**src/core/mcsk_pkg.sv**
```systemverilog
package mcsk_pkg;
  // data and program memory widths
  localparam int BYTE_W = 8;
  localparam int PROM_AW = 12;
  localparam int PAGE_W = 4;
  localparam int PROM_W = 15;
  localparam int HIGH_W = PROM_W - BYTE_W;
  // fixed values
  localparam logic [PAGE_W-1:0] LAST_PAGE = 4'hF;
  localparam logic [BYTE_W-1:0] BYTE_ONE = 8'h01;
  localparam logic [BYTE_W-1:0] BYTE_ALL = 8'hFF;
  localparam logic [BYTE_W-1:0] BYTE_NIL = 8'h00;
  localparam logic [BYTE_W-1:0] ACC_RST = 8'h00;
  localparam logic [HIGH_W-1:0] HIGH_RST = 7'h00;
  localparam int NIB_W = 4;

  // operation codes handled by this unit
  typedef enum logic [4:0] {
    OP_SUB_ACC = 5'h00,
    OP_SUB_TO_MEM = 5'h01,
    OP_SUB_IMM = 5'h02,
    OP_SUB_BORROW_TO_MEM = 5'h03,
    OP_DEC_SKIP_IF_NIL = 5'h04,
    OP_DEC_TO_ACC_SKIP_IF_NIL = 5'h05,
    OP_INC_SKIP_IF_NIL = 5'h06,
    OP_INC_TO_ACC_SKIP_IF_NIL = 5'h07,
    OP_SKIP_IF_BIT_ONE = 5'h08,
    OP_SKIP_IF_NIL = 5'h09,
    OP_COPY_SKIP_IF_NIL = 5'h0A,
    OP_SKIP_IF_BIT_NIL = 5'h0B,
    OP_SET_BYTE = 5'h0C,
    OP_SET_BIT = 5'h0D,
    OP_NIBBLE_EXCHANGE = 5'h0E,
    OP_NIBBLE_EXCHANGE_TO_ACC = 5'h0F,
    OP_XOR_ACC = 5'h10,
    OP_EXCLUSIVE_OR_TO_MEM = 5'h11,
    OP_XOR_IMM = 5'h12,
    OP_TABLE_READ_THIS_PAGE = 5'h13,
    OP_TABLE_READ_FINAL_PAGE = 5'h14
  } mcsk_op_t;

  // status flags
  typedef struct packed {
    logic signed_range_flag;
    logic z;
    logic half_byte_carry;
    logic c;
  } mcsk_flags_t;

  localparam mcsk_flags_t FLAGS_RST = 4'h0;

  // one issued instruction
  typedef struct packed {
    mcsk_op_t op;
    logic [2:0] bit_sel;
    logic [BYTE_W-1:0] addr;
    logic [BYTE_W-1:0] imm;
  } mcsk_instr_t;

  // sequencer states, one-hot
  typedef enum logic [2:0] {
    ST_EXEC = 3'b001,
    ST_DUMMY = 3'b010,
    ST_TABLE = 3'b100
  } mcsk_state_t;
endpackage

```
**src/core/mcsk_sub.sv**
```systemverilog
`timescale 1ns/1ps
`default_nettype none
module mcsk_sub (
  // operands
  input wire logic [mcsk_pkg::BYTE_W-1:0] a,
  input wire logic [mcsk_pkg::BYTE_W-1:0] b,
  input wire logic cin,
  // result
  output logic [mcsk_pkg::BYTE_W-1:0] res,
  output mcsk_pkg::mcsk_flags_t flags
);
  import mcsk_pkg::*;
  // subtraction as a plus inverted b plus carry-in, so carry out means no borrow
  logic [BYTE_W:0] full;
  logic [NIB_W:0] low;
  always_comb begin
    full = {1'b0, a} + {1'b0, ~b} + {{BYTE_W{1'b0}}, cin};
    low = {1'b0, a[NIB_W-1:0]} + {1'b0, ~b[NIB_W-1:0]} + {{NIB_W{1'b0}}, cin};
    res = full[BYTE_W-1:0];
    flags.c = full[BYTE_W];
    flags.half_byte_carry = low[NIB_W];
    // signed overflow: operands differ in sign and result sign left a
    flags.signed_range_flag = (a[BYTE_W-1] ^ b[BYTE_W-1]) & (res[BYTE_W-1] ^ a[BYTE_W-1]);
    flags.z = (res == BYTE_NIL);
  end
endmodule
`default_nettype wire

```
**src/core/mcsk_byte.sv**
```systemverilog
`timescale 1ns/1ps
`default_nettype none
module mcsk_byte (
  // operation and operands
  input wire mcsk_pkg::mcsk_op_t op,
  input wire logic [mcsk_pkg::BYTE_W-1:0] opnd,
  input wire logic [mcsk_pkg::BYTE_W-1:0] acc,
  input wire logic [mcsk_pkg::BYTE_W-1:0] imm,
  input wire logic [2:0] bit_sel,
  // result
  output logic [mcsk_pkg::BYTE_W-1:0] res,
  output logic bit_val
);
  import mcsk_pkg::*;
  // byte results other than subtraction, selected by operation
  always_comb begin
    bit_val = opnd[bit_sel];
    unique case (op)
      OP_DEC_SKIP_IF_NIL, OP_DEC_TO_ACC_SKIP_IF_NIL: res = opnd - BYTE_ONE;
      OP_INC_SKIP_IF_NIL, OP_INC_TO_ACC_SKIP_IF_NIL: res = opnd + BYTE_ONE;
      OP_NIBBLE_EXCHANGE, OP_NIBBLE_EXCHANGE_TO_ACC: res = {opnd[NIB_W-1:0], opnd[BYTE_W-1:NIB_W]};
      OP_XOR_ACC, OP_EXCLUSIVE_OR_TO_MEM: res = acc ^ opnd;
      OP_XOR_IMM: res = acc ^ imm;
      OP_SET_BYTE: res = BYTE_ALL;
      OP_SET_BIT: res = opnd | (BYTE_ONE << bit_sel);
      default: res = opnd;
    endcase
  end
endmodule
`default_nettype wire

```
**src/core/mcsk_exec.sv**
```systemverilog
// How it works
// - borrow subtract to memory, flags updated
// - carry clear if negative, set otherwise
// - decrement memory, skip when result zero
// - skip operations take two cycles
// - decrement into accumulator, skip when zero
// - increment memory, skip when result zero
// - increment into accumulator, skip when zero
// - skip when selected bit is one
// - skip when byte zero, change nothing
// - copy byte to accumulator, skip if zero
// - skip when selected bit is zero
// - byte set forces all ones
// - bit set touches only that bit
// - subtract memory to accumulator or memory
// - subtract immediate into accumulator with flags
// - nibble swap to memory or accumulator
// - table read within current page
// - table read within last page
// - xor updates only the zero flag
`timescale 1ns/1ps
`default_nettype none
module mcsk_exec (
  // clock and reset
  input wire logic clk,
  input wire logic reset_n,
  // instruction issue
  input wire logic instr_valid,
  input wire mcsk_pkg::mcsk_instr_t instr,
  input wire logic [mcsk_pkg::BYTE_W-1:0] mem_rdata,
  output logic ready,
  // accumulator load from the rest of the core
  input wire logic acc_ld,
  input wire logic [mcsk_pkg::BYTE_W-1:0] acc_ld_data,
  // table read path
  input wire logic [mcsk_pkg::BYTE_W-1:0] table_pointer,
  input wire logic [mcsk_pkg::PAGE_W-1:0] pc_page,
  output logic [mcsk_pkg::PROM_AW-1:0] prom_addr,
  input wire logic [mcsk_pkg::PROM_W-1:0] prom_rdata,
  // data memory write
  output logic mem_we,
  output logic [mcsk_pkg::BYTE_W-1:0] mem_waddr,
  output logic [mcsk_pkg::BYTE_W-1:0] mem_wdata,
  // visible state
  output logic [mcsk_pkg::BYTE_W-1:0] acc,
  output mcsk_pkg::mcsk_flags_t flags,
  output logic [mcsk_pkg::HIGH_W-1:0] table_high_byte_reg,
  output logic skip_next,
  output logic dummy_slot
);
  import mcsk_pkg::*;

  // state registers
  mcsk_state_t state_r;
  mcsk_state_t state_nxt;
  logic [BYTE_W-1:0] acc_r;
  mcsk_flags_t flags_r;
  logic [HIGH_W-1:0] table_high_byte_reg_r;
  logic [PROM_AW-1:0] prom_addr_r;
  logic [BYTE_W-1:0] tab_dest_r; // destination byte of a table read
  logic mem_we_r;
  logic [BYTE_W-1:0] mem_waddr_r;
  logic [BYTE_W-1:0] mem_wdata_r;
  logic skip_r;

  // datapath results
  logic [BYTE_W-1:0] sub_b;
  logic sub_cin;
  logic [BYTE_W-1:0] sub_res;
  mcsk_flags_t sub_flags;
  logic [BYTE_W-1:0] byte_res;
  logic bit_val;

  // decoded controls for the issued instruction
  logic taken;
  logic is_sub;
  logic is_xor;
  logic is_skip;
  logic is_tab;
  logic wr_acc;
  logic wr_mem;
  logic skip_cond;
  logic [BYTE_W-1:0] res;

  assign taken = instr_valid & ready;

  // only the idle state accepts; dummy and table slots stall the issuer
  assign ready = (state_r == ST_EXEC);

  // immediate form takes the byte from the instruction word
  assign sub_b = (instr.op == OP_SUB_IMM) ? instr.imm : mem_rdata;
  // borrow form subtracts the inverted carry; plain forms subtract none
  assign sub_cin = (instr.op == OP_SUB_BORROW_TO_MEM) ? flags_r.c : 1'b1;

  mcsk_sub u_sub (
    .a(acc_r),
    .b(sub_b),
    .cin(sub_cin),
    .res(sub_res),
    .flags(sub_flags)
  );

  mcsk_byte u_byte (
    .op(instr.op),
    .opnd(mem_rdata),
    .acc(acc_r),
    .imm(instr.imm),
    .bit_sel(instr.bit_sel),
    .res(byte_res),
    .bit_val(bit_val)
  );

  // decode: class, destination and skip condition
  always_comb begin
    is_sub = 1'b0;
    is_xor = 1'b0;
    is_skip = 1'b0;
    is_tab = 1'b0;
    wr_acc = 1'b0;
    wr_mem = 1'b0;
    skip_cond = 1'b0;
    res = byte_res;
    unique case (instr.op)
      OP_SUB_ACC, OP_SUB_IMM: begin
        is_sub = 1'b1;
        wr_acc = 1'b1;
        res = sub_res;
      end
      OP_SUB_TO_MEM, OP_SUB_BORROW_TO_MEM: begin
        is_sub = 1'b1;
        wr_mem = 1'b1;
        res = sub_res;
      end
      OP_DEC_SKIP_IF_NIL, OP_INC_SKIP_IF_NIL: begin
        is_skip = 1'b1;
        wr_mem = 1'b1;
        skip_cond = (byte_res == BYTE_NIL);
      end
      OP_DEC_TO_ACC_SKIP_IF_NIL, OP_INC_TO_ACC_SKIP_IF_NIL: begin
        is_skip = 1'b1;
        wr_acc = 1'b1;
        skip_cond = (byte_res == BYTE_NIL);
      end
      OP_SKIP_IF_BIT_ONE: begin
        is_skip = 1'b1;
        skip_cond = bit_val;
      end
      OP_SKIP_IF_BIT_NIL: begin
        is_skip = 1'b1;
        skip_cond = ~bit_val;
      end
      OP_SKIP_IF_NIL: begin
        is_skip = 1'b1; // no write of any kind
        skip_cond = (mem_rdata == BYTE_NIL);
      end
      OP_COPY_SKIP_IF_NIL: begin
        is_skip = 1'b1;
        wr_acc = 1'b1;
        skip_cond = (mem_rdata == BYTE_NIL);
      end
      OP_SET_BYTE, OP_SET_BIT, OP_NIBBLE_EXCHANGE: begin
        wr_mem = 1'b1;
      end
      OP_NIBBLE_EXCHANGE_TO_ACC: begin
        wr_acc = 1'b1; // memory left alone
      end
      OP_XOR_ACC, OP_XOR_IMM: begin
        is_xor = 1'b1;
        wr_acc = 1'b1;
      end
      OP_EXCLUSIVE_OR_TO_MEM: begin
        is_xor = 1'b1;
        wr_mem = 1'b1;
      end
      OP_TABLE_READ_THIS_PAGE, OP_TABLE_READ_FINAL_PAGE: begin
        is_tab = 1'b1;
      end
      default: begin
        // unknown code: acts as no operation
        res = byte_res;
      end
    endcase
  end

  // sequencer: skips get a dummy slot, table reads wait one slot for program memory
  always_comb begin
    state_nxt = state_r;
    unique case (state_r)
      ST_EXEC: begin
        if (taken && is_skip) begin
          state_nxt = ST_DUMMY;
        end else if (taken && is_tab) begin
          state_nxt = ST_TABLE;
        end
      end
      ST_DUMMY: begin
        state_nxt = ST_EXEC;
      end
      ST_TABLE: begin
        state_nxt = ST_EXEC;
      end
      default: begin
        // illegal one-hot code recovers to idle
        state_nxt = ST_EXEC;
      end
    endcase
  end

  // state register
  always_ff @(posedge clk or negedge reset_n) begin
    if (!reset_n) begin
      state_r <= ST_EXEC;
    end else begin
      state_r <= state_nxt;
    end
  end

  // accumulator: own results win over a load from the core in the same cycle
  always_ff @(posedge clk or negedge reset_n) begin
    if (!reset_n) begin
      acc_r <= ACC_RST;
    end else if (taken && wr_acc) begin
      acc_r <= res;
    end else if (acc_ld) begin
      acc_r <= acc_ld_data;
    end
  end

  // flags: subtracts set four, xor sets zero only, all else holds
  always_ff @(posedge clk or negedge reset_n) begin
    if (!reset_n) begin
      flags_r <= FLAGS_RST;
    end else if (taken && is_sub) begin
      flags_r <= sub_flags;
    end else if (taken && is_xor) begin
      flags_r.z <= (res == BYTE_NIL);
    end
  end

  // data memory write port, one-cycle pulse after the issue or table slot
  always_ff @(posedge clk or negedge reset_n) begin
    if (!reset_n) begin
      mem_we_r <= 1'b0;
      mem_waddr_r <= BYTE_NIL;
      mem_wdata_r <= BYTE_NIL;
    end else if (state_r == ST_TABLE) begin
      mem_we_r <= 1'b1; // low byte of program word
      mem_waddr_r <= tab_dest_r;
      mem_wdata_r <= prom_rdata[BYTE_W-1:0];
    end else begin
      mem_we_r <= taken & wr_mem;
      mem_waddr_r <= instr.addr;
      mem_wdata_r <= res;
    end
  end

  // skip indication lives in the dummy slot only
  always_ff @(posedge clk or negedge reset_n) begin
    if (!reset_n) begin
      skip_r <= 1'b0;
    end else begin
      skip_r <= taken & is_skip & skip_cond;
    end
  end

  // table address: pointer forms the low part, page picks the high part
  always_ff @(posedge clk or negedge reset_n) begin
    if (!reset_n) begin
      prom_addr_r <= {PROM_AW{1'b0}};
      tab_dest_r <= BYTE_NIL;
    end else if (taken && is_tab) begin
      tab_dest_r <= instr.addr;
      if (instr.op == OP_TABLE_READ_FINAL_PAGE) begin
        prom_addr_r <= {LAST_PAGE, table_pointer};
      end else begin
        prom_addr_r <= {pc_page, table_pointer};
      end
    end
  end

  // high part of the program word, sampled at the end of the table slot
  always_ff @(posedge clk or negedge reset_n) begin
    if (!reset_n) begin
      table_high_byte_reg_r <= HIGH_RST;
    end else if (state_r == ST_TABLE) begin
      table_high_byte_reg_r <= prom_rdata[PROM_W-1:BYTE_W];
    end
  end

  // outputs
  assign acc = acc_r;
  assign flags = flags_r;
  assign table_high_byte_reg = table_high_byte_reg_r;
  assign prom_addr = prom_addr_r;
  assign mem_we = mem_we_r;
  assign mem_waddr = mem_waddr_r;
  assign mem_wdata = mem_wdata_r;
  assign skip_next = skip_r;
  assign dummy_slot = (state_r == ST_DUMMY);
endmodule
`default_nettype wire

```
**config.mk**
```make
export PLATFORM = sky130hd
export DESIGN_NAME = mcsk_exec
export DESIGN_NICKNAME = d
export VERILOG_FILES = /design/src/core/mcsk_pkg.sv /design/src/core/mcsk_sub.sv /design/src/core/mcsk_byte.sv /design/src/core/mcsk_exec.sv
export SDC_FILE = /design/constraint.sdc
export NUM_CORES = 1
export LEC_CHECK = 0
export BUFFER_PORTS_ARGS = -buffer_cell sky130_fd_sc_hd__buf_4
export CORE_AREA = 2 2 90 92
export CTS_CLUSTER_DIAMETER = 60
export DETAILED_ROUTE_END_ITERATION = 10
export DIE_AREA = 0 0 92 94
export PLACE_DENSITY_LB_ADDON = 0.15
export SETUP_SLACK_MARGIN = 0.3
export SLEW_MARGIN = 20
export SYNTH_ARGS = -nofsm -noshare
export SYNTH_HDL_FRONTEND = slang
export SYNTH_HIERARCHICAL = 1
export SYNTH_SLANG_ARGS = --single-unit
```
**constraint.sdc**
```tcl
create_clock -name clk -period 4.1 [get_ports clk]
set_input_delay 0.82 -clock clk [delete_from_list [all_inputs] [get_ports clk]]
set_output_delay 0.82 -clock clk [all_outputs]
set_load 0.05 [all_outputs]
```
==> impl_summary.log, run 1 <==
INFO  metric dr_wl_cell = 18.4 um
INFO  metric postCtsResizedCells = 1
INFO  metric crit_type = in2reg
INFO  metric cts.path.max_buffers = 2
INFO  metric achievable-frequency = 275 MHz
INFO  metric grt_setup_unrepaired = false
INFO  metric chipHeight = 94 um
INFO  metric data_arrival_at_the_endpoint_of_the_critical_path = 3.88 ns
INFO  metric multi_input_logic_area = 2670 um2
INFO  metric crit_fanout = 13
INFO  metric post_layout_nonfiller_instances = 664
INFO  metric final_net_count = 645
INFO  metric synth_area_per_cell = 10.0 um2
INFO  metric vdd_ir_drop_max = 0.337 mV
INFO  metric synth_async_reset_ratio = 100%
INFO  metric slew-limit-headroom = 50.6%
INFO  metric rows = 32
INFO  metric yosysWarningCount = 6
INFO  metric drt-initial-drc-count = 205
INFO  metric cts_setup_buffers = 0
INFO  metric yosys_register_bits = 60
INFO  metric numPlacedInstances = 649
INFO  metric clock-skew-final = 0.00714 ns
INFO  metric core = 7610 um2
INFO  metric port-buffer-count = 121
INFO  metric power_density = 431 nW/um2
INFO  metric cts_hold_buf = 0
INFO  metric static-leakage-power = 2.66 nW
INFO  metric clk_transition_reported_paths = 0.06 ns
INFO  metric post_synth_instance_area = 4310 um2
INFO  metric finish.instance_area = 5590 um2
INFO  metric max_cap_violations = 0
INFO  metric ctsRootBufferMaster = sky130_fd_sc_hd__clkbuf_8
INFO  metric gp_congestion = 0.927
INFO  metric final_layout_setup_total_negative_slack = 0 ns
INFO  metric worst_slew_pin_slew = 0.741 ns
INFO  metric chipWidth = 92 um
INFO  metric detail_route.drc_violations = 0
INFO  metric post_synth_edffs = 0
INFO  metric io_pins = 122
INFO  metric detailroute.via_count = 3,962
INFO  metric placed_area = 5350 um2
INFO  metric numCtsBuffers = 9
INFO  metric fin_crit_sh = 88.7%
INFO  metric post-route-worst-setup-slack = 0.463 ns
INFO  metric postSynthNetCount = 518
INFO  metric critical_path.endpoint_type = flip-flop
INFO  metric timing.final.crit_period = 3.64 ns
INFO  metric overflow = 0
INFO  metric seqCellArea = 1500 um2
INFO  metric via_count_of_the_first_global_routing_pass = 3,989
INFO  metric pin_count_of_the_biggest_net_entering_global_routing = 61
INFO  metric largest_reg_flops = 12
INFO  metric drt.antenna.violating_nets = 0
INFO  metric antennaDiodeCount = 0
INFO  metric finalPower = 2.41 mW
INFO  metric hp-class = reg2reg
INFO  metric route.detailed.vias_per_inst = 5.97
INFO  metric first_pass_iters = 4
INFO  metric dominantRegCellSynth = sky130_fd_sc_hd__dfrtp_1
INFO  metric cts.sink_count = 60
INFO  metric start_util = 56.7%
INFO  metric hpwl = 9190 um
INFO  metric hold_ws = 0.490 ns
INFO  metric status = completed
INFO  metric number_of_antenna_violations_at_the_first_check_in_global_routing = 0
INFO  metric yosysSeqAreaShare = 34.8%
INFO  metric share_of_cells_above_drive_strength_1 = 38.4%
INFO  metric worst-r2r-cell-count = 12
INFO  metric wire_length_of_the_first_global_routing_pass = 19,200 um
INFO  metric htree_num_levels = 3
INFO  metric dp_worst_setup_slack = -0.0530 ns
INFO  metric min_delay_path_depth = 2
INFO  metric tritoncts_clock_tree = done
INFO  metric dieArea = 8650 um2
INFO  metric startpoint_type = input port
INFO  metric drt_wl_total = 12,200 um
INFO  metric layout.filler_cells = 582
INFO  metric synthToLayoutAreaGrowth = 29.7%
INFO  metric clock_latency_of_the_later_clocked_register_in_the_worst_skew_pair = 0.33 ns
INFO  metric hold_viol_final = 0
INFO  metric grt.total_usage = 28.2%
INFO  metric syn-instance-count = 431
INFO  metric worst_endpoint_required_time = 4.34 ns
INFO  metric synth.distinct_cells = 73
INFO  metric fin_max_slew_vios = 0
INFO  metric setup-violations-final = 0
INFO  metric final_core_utilization = 73.5%
## worst max-delay path, cell delays in order
cell	delay, ns
sky130_fd_sc_hd__buf_4	0.11
sky130_fd_sc_hd__buf_4	0.17
sky130_fd_sc_hd__nor3_2	0.26
sky130_fd_sc_hd__nand3b_1	0.16
sky130_fd_sc_hd__mux2_4	0.32
sky130_fd_sc_hd__inv_1	0.08
sky130_fd_sc_hd__fa_2	0.23
sky130_fd_sc_hd__inv_1	0.06
sky130_fd_sc_hd__fa_2	0.52
sky130_fd_sc_hd__inv_1	0.05
sky130_fd_sc_hd__or3_1	0.38
sky130_fd_sc_hd__a211o_1	0.30
sky130_fd_sc_hd__nor4_2	0.17
sky130_fd_sc_hd__a32oi_1	0.16
sky130_fd_sc_hd__o31ai_2	0.08
## cell usage in the layout (no fill, tap or decap), types with 4 or more instances in the layout
cell type / Yosys / final
sky130_fd_sc_hd__o22ai_1: 5 / 4
sky130_fd_sc_hd__o21ai_0: 20 / 20
sky130_fd_sc_hd__and3_1: 5 / 5
sky130_fd_sc_hd__nor3b_1: 4 / 4
sky130_fd_sc_hd__a21o_1: 4 / 4
sky130_fd_sc_hd__nand3_1: 5 / 5
sky130_fd_sc_hd__buf_4: 0 / 134
sky130_fd_sc_hd__o211ai_1: 9 / 9
sky130_fd_sc_hd__inv_1: 20 / 20
sky130_fd_sc_hd__clkbuf_8: 0 / 10
sky130_fd_sc_hd__mux2_2: 32 / 31
sky130_fd_sc_hd__o21a_1: 4 / 4
sky130_fd_sc_hd__xnor2_1: 7 / 7
sky130_fd_sc_hd__a31oi_1: 8 / 8
sky130_fd_sc_hd__xor2_1: 6 / 6
sky130_fd_sc_hd__dfrtp_1: 59 / 59
sky130_fd_sc_hd__and2_1: 4 / 4
sky130_fd_sc_hd__or3_1: 4 / 4
sky130_fd_sc_hd__nor2_1: 36 / 35
sky130_fd_sc_hd__mux2_4: 11 / 12
sky130_fd_sc_hd__nand2b_1: 5 / 5
sky130_fd_sc_hd__nor3_1: 12 / 11
sky130_fd_sc_hd__nand3b_1: 6 / 6
sky130_fd_sc_hd__a21oi_1: 19 / 19
sky130_fd_sc_hd__nand2_1: 20 / 19
sky130_fd_sc_hd__ha_1: 13 / 13
sky130_fd_sc_hd__mux2i_1: 32 / 32
## cell usage after synthesis (3+ instances only)
| cell | n | share of area [%] |
|---|---|---|
| sky130_fd_sc_hd__nor4_1 | 3 | 0.44 |
| sky130_fd_sc_hd__xnor2_1 | 7 | 1.4 |
| sky130_fd_sc_hd__nor3_1 | 12 | 1.4 |
| sky130_fd_sc_hd__o22ai_1 | 5 | 0.73 |
| sky130_fd_sc_hd__a21boi_0 | 3 | 0.52 |
| sky130_fd_sc_hd__a211oi_1 | 3 | 0.52 |
| sky130_fd_sc_hd__dfrtp_1 | 59 | 34 |
| sky130_fd_sc_hd__xor2_1 | 6 | 1.2 |
| sky130_fd_sc_hd__nand2_1 | 20 | 1.7 |
| sky130_fd_sc_hd__and3_1 | 5 | 0.73 |
| sky130_fd_sc_hd__or3_1 | 4 | 0.58 |
| sky130_fd_sc_hd__inv_1 | 20 | 1.7 |
| sky130_fd_sc_hd__a21oi_1 | 19 | 2.2 |
| sky130_fd_sc_hd__nand4_1 | 3 | 0.44 |
| sky130_fd_sc_hd__mux2_4 | 11 | 3.8 |
| sky130_fd_sc_hd__nand3b_1 | 6 | 1.0 |
| sky130_fd_sc_hd__ha_1 | 13 | 3.8 |
| sky130_fd_sc_hd__buf_2 | 3 | 0.35 |
| sky130_fd_sc_hd__a211o_1 | 3 | 0.61 |
| sky130_fd_sc_hd__mux2i_1 | 32 | 7.4 |
| sky130_fd_sc_hd__o21a_1 | 4 | 0.70 |
| sky130_fd_sc_hd__buf_6 | 3 | 0.78 |
| sky130_fd_sc_hd__nand3_1 | 5 | 0.58 |
| sky130_fd_sc_hd__nor2b_1 | 3 | 0.44 |
| sky130_fd_sc_hd__a21o_1 | 4 | 0.70 |
| sky130_fd_sc_hd__clkbuf_1 | 9 | 0.78 |
| sky130_fd_sc_hd__a31oi_1 | 8 | 1.2 |
| sky130_fd_sc_hd__nor2_1 | 36 | 3.1 |
| sky130_fd_sc_hd__and3b_1 | 3 | 0.61 |
| sky130_fd_sc_hd__nor3b_1 | 4 | 0.70 |
| sky130_fd_sc_hd__mux2_2 | 32 | 8.4 |
| sky130_fd_sc_hd__o211ai_1 | 9 | 1.6 |
| sky130_fd_sc_hd__fa_1 | 3 | 1.4 |
| sky130_fd_sc_hd__o21ai_0 | 20 | 2.3 |
| sky130_fd_sc_hd__and2_1 | 4 | 0.58 |
| sky130_fd_sc_hd__nand2b_1 | 5 | 0.73 |
## report_power, final
group | switching (mW) | total (mW) | internal, mW
logic | 0.647 | 1.05 | 0.399
registers | 0.0842 | 0.788 | 0.704
clock network | 0.223 | 0.578 | 0.356
## kinds of logic (layout without fill, tap and decap cells)
family	count (synthesis)	in the layout	share of synthesized area [%]
AO/OA/AOI/OAI	97	97	15.1
XOR/XNOR	13	13	2.64
adder cells (fa/ha/maj)	16	16	5.16
buffers and inverters	38	169	4.29
flip-flops	60	60	34.8
multiplexers	77	77	20.7
AND/OR/NAND/NOR	130	130	17.3
## layout make-up
cell class / instances / area share (%)
timing repair buffer: 134 / 18.0
inverter: 20 / 1.34
clock buffer: 11 / 2.53
tap: 102 / 2.28
sequential: 60 / 26.9
clock inverter: 4 / 1.32
multi-input combinational: 333 / 47.7
## path summary, 6_finish.rpt
path                               start                endpoint  slack, ns
setup / recovery               instr[23]                flags[2]       0.46
hold / removal             prom_addr[11]           prom_addr[11]       0.49
setup reg to reg                flags[0]                flags[2]       1.41
hold reg to reg            prom_addr[11]           prom_addr[11]       0.49
max in group asynchronous        reset_n            mem_waddr[5]       3.06
min in group asynchronous        reset_n  table_high_byte_reg[2]       0.55
## metal layers
metal  global-route usage [%]  wire (um)  up-vias
met1                     36.0       4980     1929
met4                     9.20        210        0
li1                         -          -     1849
met2                     46.6       6010      165
met5                        0          0        -
met3                     7.87       1030       19
(Power assumes the default switching activity.)
==> run 2, diff against run 1 <==
Clock period 4.1 ns to 4.27 ns, I/O delays scaled along.
==> run 2 against run 1 <==
Against the previous run: critical path depth is 1 lower; highest routed layer unchanged; core utilization decreased by 1.3 points; sequential share of layout area rose by 0.48 points; largest cell class unchanged.
==> impl_summary.log, run 2 (synthesized netlist as in run 1, its figures left out) <==
INFO  metric static-leakage-power = 2.60 nW
INFO  metric timing.critical_path.mode_cell = sky130_fd_sc_hd__nor2_1
INFO  metric wire_length_of_the_first_global_routing_pass = 19,000 um
INFO  metric slowest_delay = 0.59 ns
INFO  metric clock_latency_of_the_later_clocked_register_in_the_worst_skew_pair = 0.33 ns
INFO  metric vdd_ir_drop_max = 0.464 mV
INFO  metric dieArea = 8650 um2
INFO  metric number_of_antenna_violations_at_the_first_check_in_global_routing = 0
INFO  metric hold_viol_final = 0
INFO  metric drt_wl_total = 11,700 um
INFO  metric setup-violations-final = 0
INFO  metric cts.sink_count = 60
INFO  metric first_pass_iters = 5
INFO  metric clk_transition_reported_paths = 0.06 ns
INFO  metric most_frequent_cells_in_the_layout = sky130_fd_sc_hd__buf_4 (127), sky130_fd_sc_hd__dfrtp_1 (59), sky130_fd_sc_hd__nor2_1 (36)
INFO  metric final_core_utilization = 72.2%
INFO  metric start_util = 56.7%
INFO  metric drt-initial-drc-count = 264
INFO  metric cts_setup_buffers = 0
INFO  metric hp-class = reg2reg
INFO  metric htree_num_levels = 3
INFO  metric achievable-frequency = 267 MHz
INFO  metric power_density = 409 nW/um2
INFO  metric worst_path_max_delay_cell = sky130_fd_sc_hd__or4b_2
INFO  metric finish.instance_area = 5490 um2
INFO  metric via_count_of_the_first_global_routing_pass = 3,891
INFO  metric worst_endpoint_required_time = 4.50 ns
INFO  metric path_cells = buf_4 > nand2b_1 > nor2_1 > nand2_2 > ha_1 > nand2_1 > or4b_2 > o22ai_1 > mux2i_1 > a31oi_1 > or4_1 > nor2_1 > nand4_1 > o31ai_1
INFO  metric antennaDiodeCount = 0
INFO  metric slew-limit-headroom = 28.7%
INFO  metric cts_hold_buf = 0
INFO  metric tritoncts_clock_tree = done
INFO  metric rows = 32
INFO  metric hpwl = 8890 um
INFO  metric status = completed
INFO  metric drt.antenna.violating_nets = 0
INFO  metric detail_route.drc_violations = 0
INFO  metric cts.path.max_buffers = 2
INFO  metric port-buffer-count = 121
INFO  metric clock-skew-final = 0.00961 ns
INFO  metric timing.final.crit_period = 3.74 ns
INFO  metric worst_slew_pin_slew = 1.07 ns
INFO  metric critical_path.endpoint_type = flip-flop
INFO  metric overflow = 0
INFO  metric final_net_count = 638
INFO  metric pin_count_of_the_biggest_net_entering_global_routing = 61
INFO  metric numCtsBuffers = 9
INFO  metric grt.total_usage = 27.9%
INFO  metric dr_wl_cell = 17.8 um
INFO  metric route.detailed.vias_per_inst = 5.90
INFO  metric chipWidth = 92 um
INFO  metric layout.cells.most_common = sky130_fd_sc_hd__buf_4
INFO  metric placed_area = 5290 um2
INFO  metric grt_setup_unrepaired = false
INFO  metric final_layout_setup_total_negative_slack = 0 ns
INFO  metric fin_max_slew_vios = 0
INFO  metric largest_reg_flops = 12
INFO  metric ctsRootBufferMaster = sky130_fd_sc_hd__clkbuf_8
INFO  metric share_of_cells_above_drive_strength_1 = 36.7%
INFO  metric crit_fanout = 14
INFO  metric core = 7610 um2
INFO  metric layout.filler_cells = 594
INFO  metric data_arrival_at_the_endpoint_of_the_critical_path = 3.97 ns
INFO  metric postCtsResizedCells = 0
INFO  metric crit_type = in2reg
INFO  metric synthToLayoutAreaGrowth = 27.4%
INFO  metric detailroute.via_count = 3,881
INFO  metric io_pins = 122
INFO  metric gp_congestion = 0.934
INFO  metric fin_crit_sh = 87.6%
INFO  metric max_cap_violations = 0
INFO  metric chipHeight = 94 um
INFO  metric startpoint_type = input port
## run 2: changes by cell type in the layout (fill, tap and decap cells not counted), sizes merged
cell	change
clkbuf	+1
buf	-7
bufinv	-1
clkinvlp	+1
## run 2: per-layer routing
metal / vias to the layer above / track usage [%] / share of wire (%)
li1: 1832 / - / -
met5: - / 0 / 0
met3: 18 / 7.62 / 9.1
met1: 1845 / 36.3 / 42
met4: 0 / 8.58 / 1.7
met2: 186 / 45.6 / 47
## run 2: report_power, final
| part | total [mW] | internal, mW | switching, mW |
|---|---|---|---|
| clock network | 0.510 | 0.299 | 0.211 |
| registers | 0.754 | 0.676 | 0.0782 |
| logic | 0.984 | 0.375 | 0.609 |
## run 2: layout make-up
| type | count | area (um2) | share of cell area [%] |
|---|---|---|---|
| Multi-Input combinational cell | 333 | 2630 | 47.9 |
| Inverter | 20 | 75.1 | 1.37 |
| Clock buffer | 12 | 155 | 2.82 |
| Timing Repair Buffer | 127 | 953 | 17.4 |
| Clock inverter | 4 | 47.5 | 0.865 |
| Sequential cell | 60 | 1500 | 27.4 |
| Tap cell | 102 | 128 | 2.32 |
## run 2: final timing paths
check,startpoint,end,cells after the start,slack [ns]
min in group asynchronous,reset_n,table_high_byte_reg[6],1,0.59
min,prom_addr[11],prom_addr[11],2,0.49
min reg2reg,prom_addr[11],prom_addr[11],2,0.49
max reg2reg,flags[0],flags[2],12,1.58
max in group asynchronous,reset_n,prom_addr[3],1,3.19
max,instr[23],flags[2],14,0.53
## run 2: per-stage QoR
step | std cells | worst slack, ns | total power, mW | hold slack [ns]
2_1_floorplan | 431 | 0.397 | 1.42 | 0.475
3_3_place_gp | 642 | 0.206 | 1.72 | 0.467
3_5_place_dp | 642 | 0.150 | 1.74 | 0.477
4_1_cts | 658 | 0.476 | 2.26 | 0.492
5_1_grt | 658 | 0.336 | 2.36 | 0.517
6_report | 658 | 0.528 | 2.25 | 0.487
## run 2: worst max-delay path: cells and delay by family
kind,cells,cell delay (ns)
simple gates,8,1.88
compound gates,3,0.53
fa+ha+maj,1,0.35
mux,1,0.20
buf+inv,1,0.16
==> run 3, diff against run 2 <==
Settings changed: CAP_MARGIN set to 15, PLACE_DENSITY set to 0.84, PLACE_DENSITY_LB_ADDON 0.15 to not set.
==> run 3 against run 2 <==
Against the previous run: setup slack improved by 0.036 ns; via count increased by 3.9%; critical path depth decreased by 1; core utilization is 0.099 points lower; die area stayed put.
==> impl_summary.log, run 3 (synthesized netlist as in run 1, its figures left out) <==
INFO  metric largest_reg_flops = 12
INFO  metric cts_setup_buffers = 0
INFO  metric pin_count_of_the_biggest_net_entering_global_routing = 61
INFO  metric max_cap_violations = 0
INFO  metric rows = 32
INFO  metric detail_route.drc_violations = 0
INFO  metric vdd_ir_drop_max = 0.426 mV
INFO  metric setup-violations-final = 0
INFO  metric first_pass_iters = 7
INFO  metric status = completed
INFO  metric layout.cells.most_common = sky130_fd_sc_hd__buf_4
INFO  metric finalPower = 2.22 mW
INFO  metric drt-initial-drc-count = 324
INFO  metric crit_type = in2reg
INFO  metric grt_setup_unrepaired = false
INFO  metric drt.antenna.violating_nets = 0
INFO  metric htree_num_levels = 3
INFO  metric p_sw = 0.926 mW
INFO  metric cts.sink_count = 60
INFO  metric startpoint_type = input port
INFO  metric via_count_of_the_first_global_routing_pass = 4,136
INFO  metric port-buffer-count = 121
INFO  metric layout.filler_cells = 545
INFO  metric final_layout_setup_total_negative_slack = 0 ns
INFO  metric timing.final.crit_period = 3.71 ns
INFO  metric tritoncts_clock_tree = done
INFO  metric cts.path.max_buffers = 2
INFO  metric data_arrival_at_the_endpoint_of_the_critical_path = 3.94 ns
INFO  metric wire_length_of_the_first_global_routing_pass = 21,100 um
INFO  metric hpwl = 9710 um
INFO  metric most_frequent_cells_in_the_layout = sky130_fd_sc_hd__buf_4 (130), sky130_fd_sc_hd__dfrtp_1 (59), sky130_fd_sc_hd__nor2_1 (36)
INFO  metric synthToLayoutAreaGrowth = 27.2%
INFO  metric crit_fanout = 7
INFO  metric clock_latency_of_the_later_clocked_register_in_the_worst_skew_pair = 0.33 ns
INFO  metric post_layout_nonfiller_instances = 661
INFO  metric finish.instance_area = 5490 um2
INFO  metric ctsRootBufferMaster = sky130_fd_sc_hd__clkbuf_8
INFO  metric gp_congestion = 0.954
INFO  metric fin_max_slew_vios = 0
INFO  metric worst_slew_pin_slew = 1.10 ns
INFO  metric chipWidth = 92 um
INFO  metric chipHeight = 94 um
INFO  metric overflow = 0
INFO  metric clock-skew-final = 0.0107 ns
INFO  metric number_of_antenna_violations_at_the_first_check_in_global_routing = 0
INFO  metric achievable-frequency = 270 MHz
INFO  metric numPlacedInstances = 645
INFO  metric detailroute.via_count = 4,033
INFO  metric dr_wl_cell = 20.0 um
INFO  metric numCtsBuffers = 9
INFO  metric grt.total_usage = 31.4%
INFO  metric start_util = 56.7%
INFO  metric cts_hold_buf = 0
INFO  metric antennaDiodeCount = 0
INFO  metric p_clk_share = 20.5%
INFO  metric final_net_count = 641
INFO  metric worst_endpoint_required_time = 4.50 ns
INFO  metric route.detailed.vias_per_inst = 6.10
INFO  metric hp-class = reg2reg
INFO  metric share_of_cells_above_drive_strength_1 = 36.7%
INFO  metric power_density = 405 nW/um2
INFO  metric slew-limit-headroom = 26.5%
INFO  metric drt_wl_total = 13,200 um
INFO  metric internal_power = 1.30 mW
INFO  metric swShare = 41.7%
INFO  metric share_of_power_burned_in_combinational_logic = 45.3%
INFO  metric hold_viol_final = 0
INFO  metric io_pins = 122
INFO  metric clk_transition_reported_paths = 0.07 ns
INFO  metric dieArea = 8650 um2
INFO  metric critical_path.endpoint_type = flip-flop
INFO  metric core = 7610 um2
INFO  metric fin_crit_sh = 86.8%
INFO  metric placed_area = 5310 um2
INFO  metric static-leakage-power = 2.60 nW
INFO  metric p_seq_share = 34.2%
[run 3: cell count changes in the layout (fill, tap and decap cells not counted), sizes merged]
cell      before  now
buf          127  130
clkbuf        12   14
bufinv         1    0
clkinvlp       1    0
[run 3: through the flow]
stage / util [%] / hold slack, ns / setup WS [ns]
floorplan: - / 0.475 / 0.397
global placement: 69.8 / 0.467 / 0.294
detailed placement: 69.8 / 0.476 / 0.188
CTS: 72.1 / 0.497 / 0.530
global route: 72.1 / 0.524 / 0.304
finish: 72.1 / 0.493 / 0.563
[run 3: cell type report]
class / count / area [um2] / area share (%)
Sequential cell: 60 / 1500 / 27.4
Tap cell: 102 / 128 / 2.33
Clock inverter: 2 / 10.0 / 0.182
Timing Repair Buffer: 130 / 976 / 17.8
Inverter: 20 / 75.1 / 1.37
Multi-Input combinational cell: 333 / 2630 / 48.0
Clock buffer: 14 / 163 / 2.96
[run 3: final timing paths]
check / startpoint / end / slack, ns / depth (start not counted)
setup / recovery: instr[23] / flags[2] / 0.56 / 13
hold / removal: prom_addr[11] / prom_addr[11] / 0.49 / 2
setup reg to reg: flags[0] / flags[2] / 1.47 / 12
hold reg to reg: prom_addr[11] / prom_addr[11] / 0.49 / 2
max in group asynchronous: reset_n / acc[0] / 3.19 / 1
min in group asynchronous: reset_n / table_high_byte_reg[6] / 0.57 / 1
[run 3: metal layers]
layer	GRT usage (%)	vias up	routed length [um]
met5	0	-	0
met4	14.9	0	455
met3	7.62	38	1050
met2	53.5	204	6530
met1	37.5	1946	5170
li1	-	1845	-
[run 3: what timing repair did]
item,4_1_cts,5_1_grt
gates resized for setup,0,1
endpoints found under the hold margin,0,0
endpoints found under the setup margin,0,1
[run 3: critical path, cell delays in order]
cell,delay (ns)
sky130_fd_sc_hd__buf_4,0.11
sky130_fd_sc_hd__nand2b_1,0.17
sky130_fd_sc_hd__nor2_1,0.17
sky130_fd_sc_hd__nand2_2,0.16
sky130_fd_sc_hd__fa_1,0.46
sky130_fd_sc_hd__a21o_1,0.20
sky130_fd_sc_hd__a211o_1,0.29
sky130_fd_sc_hd__a311oi_1,0.30
sky130_fd_sc_hd__a31oi_1,0.17
sky130_fd_sc_hd__or4_1,0.54
sky130_fd_sc_hd__nor2_1,0.15
sky130_fd_sc_hd__nand4_1,0.12
sky130_fd_sc_hd__o31ai_1,0.24
[run 3: power groups by stage]
stage	sequential (mW)	clock, mW	combinational [mW]
after floorplan	1.04	0	0.377
after global placement	0.755	0	0.969
after detailed placement	0.761	0	0.990
after CTS	0.758	0.458	0.999
after global routing	0.772	0.479	1.06
final	0.760	0.455	1.01
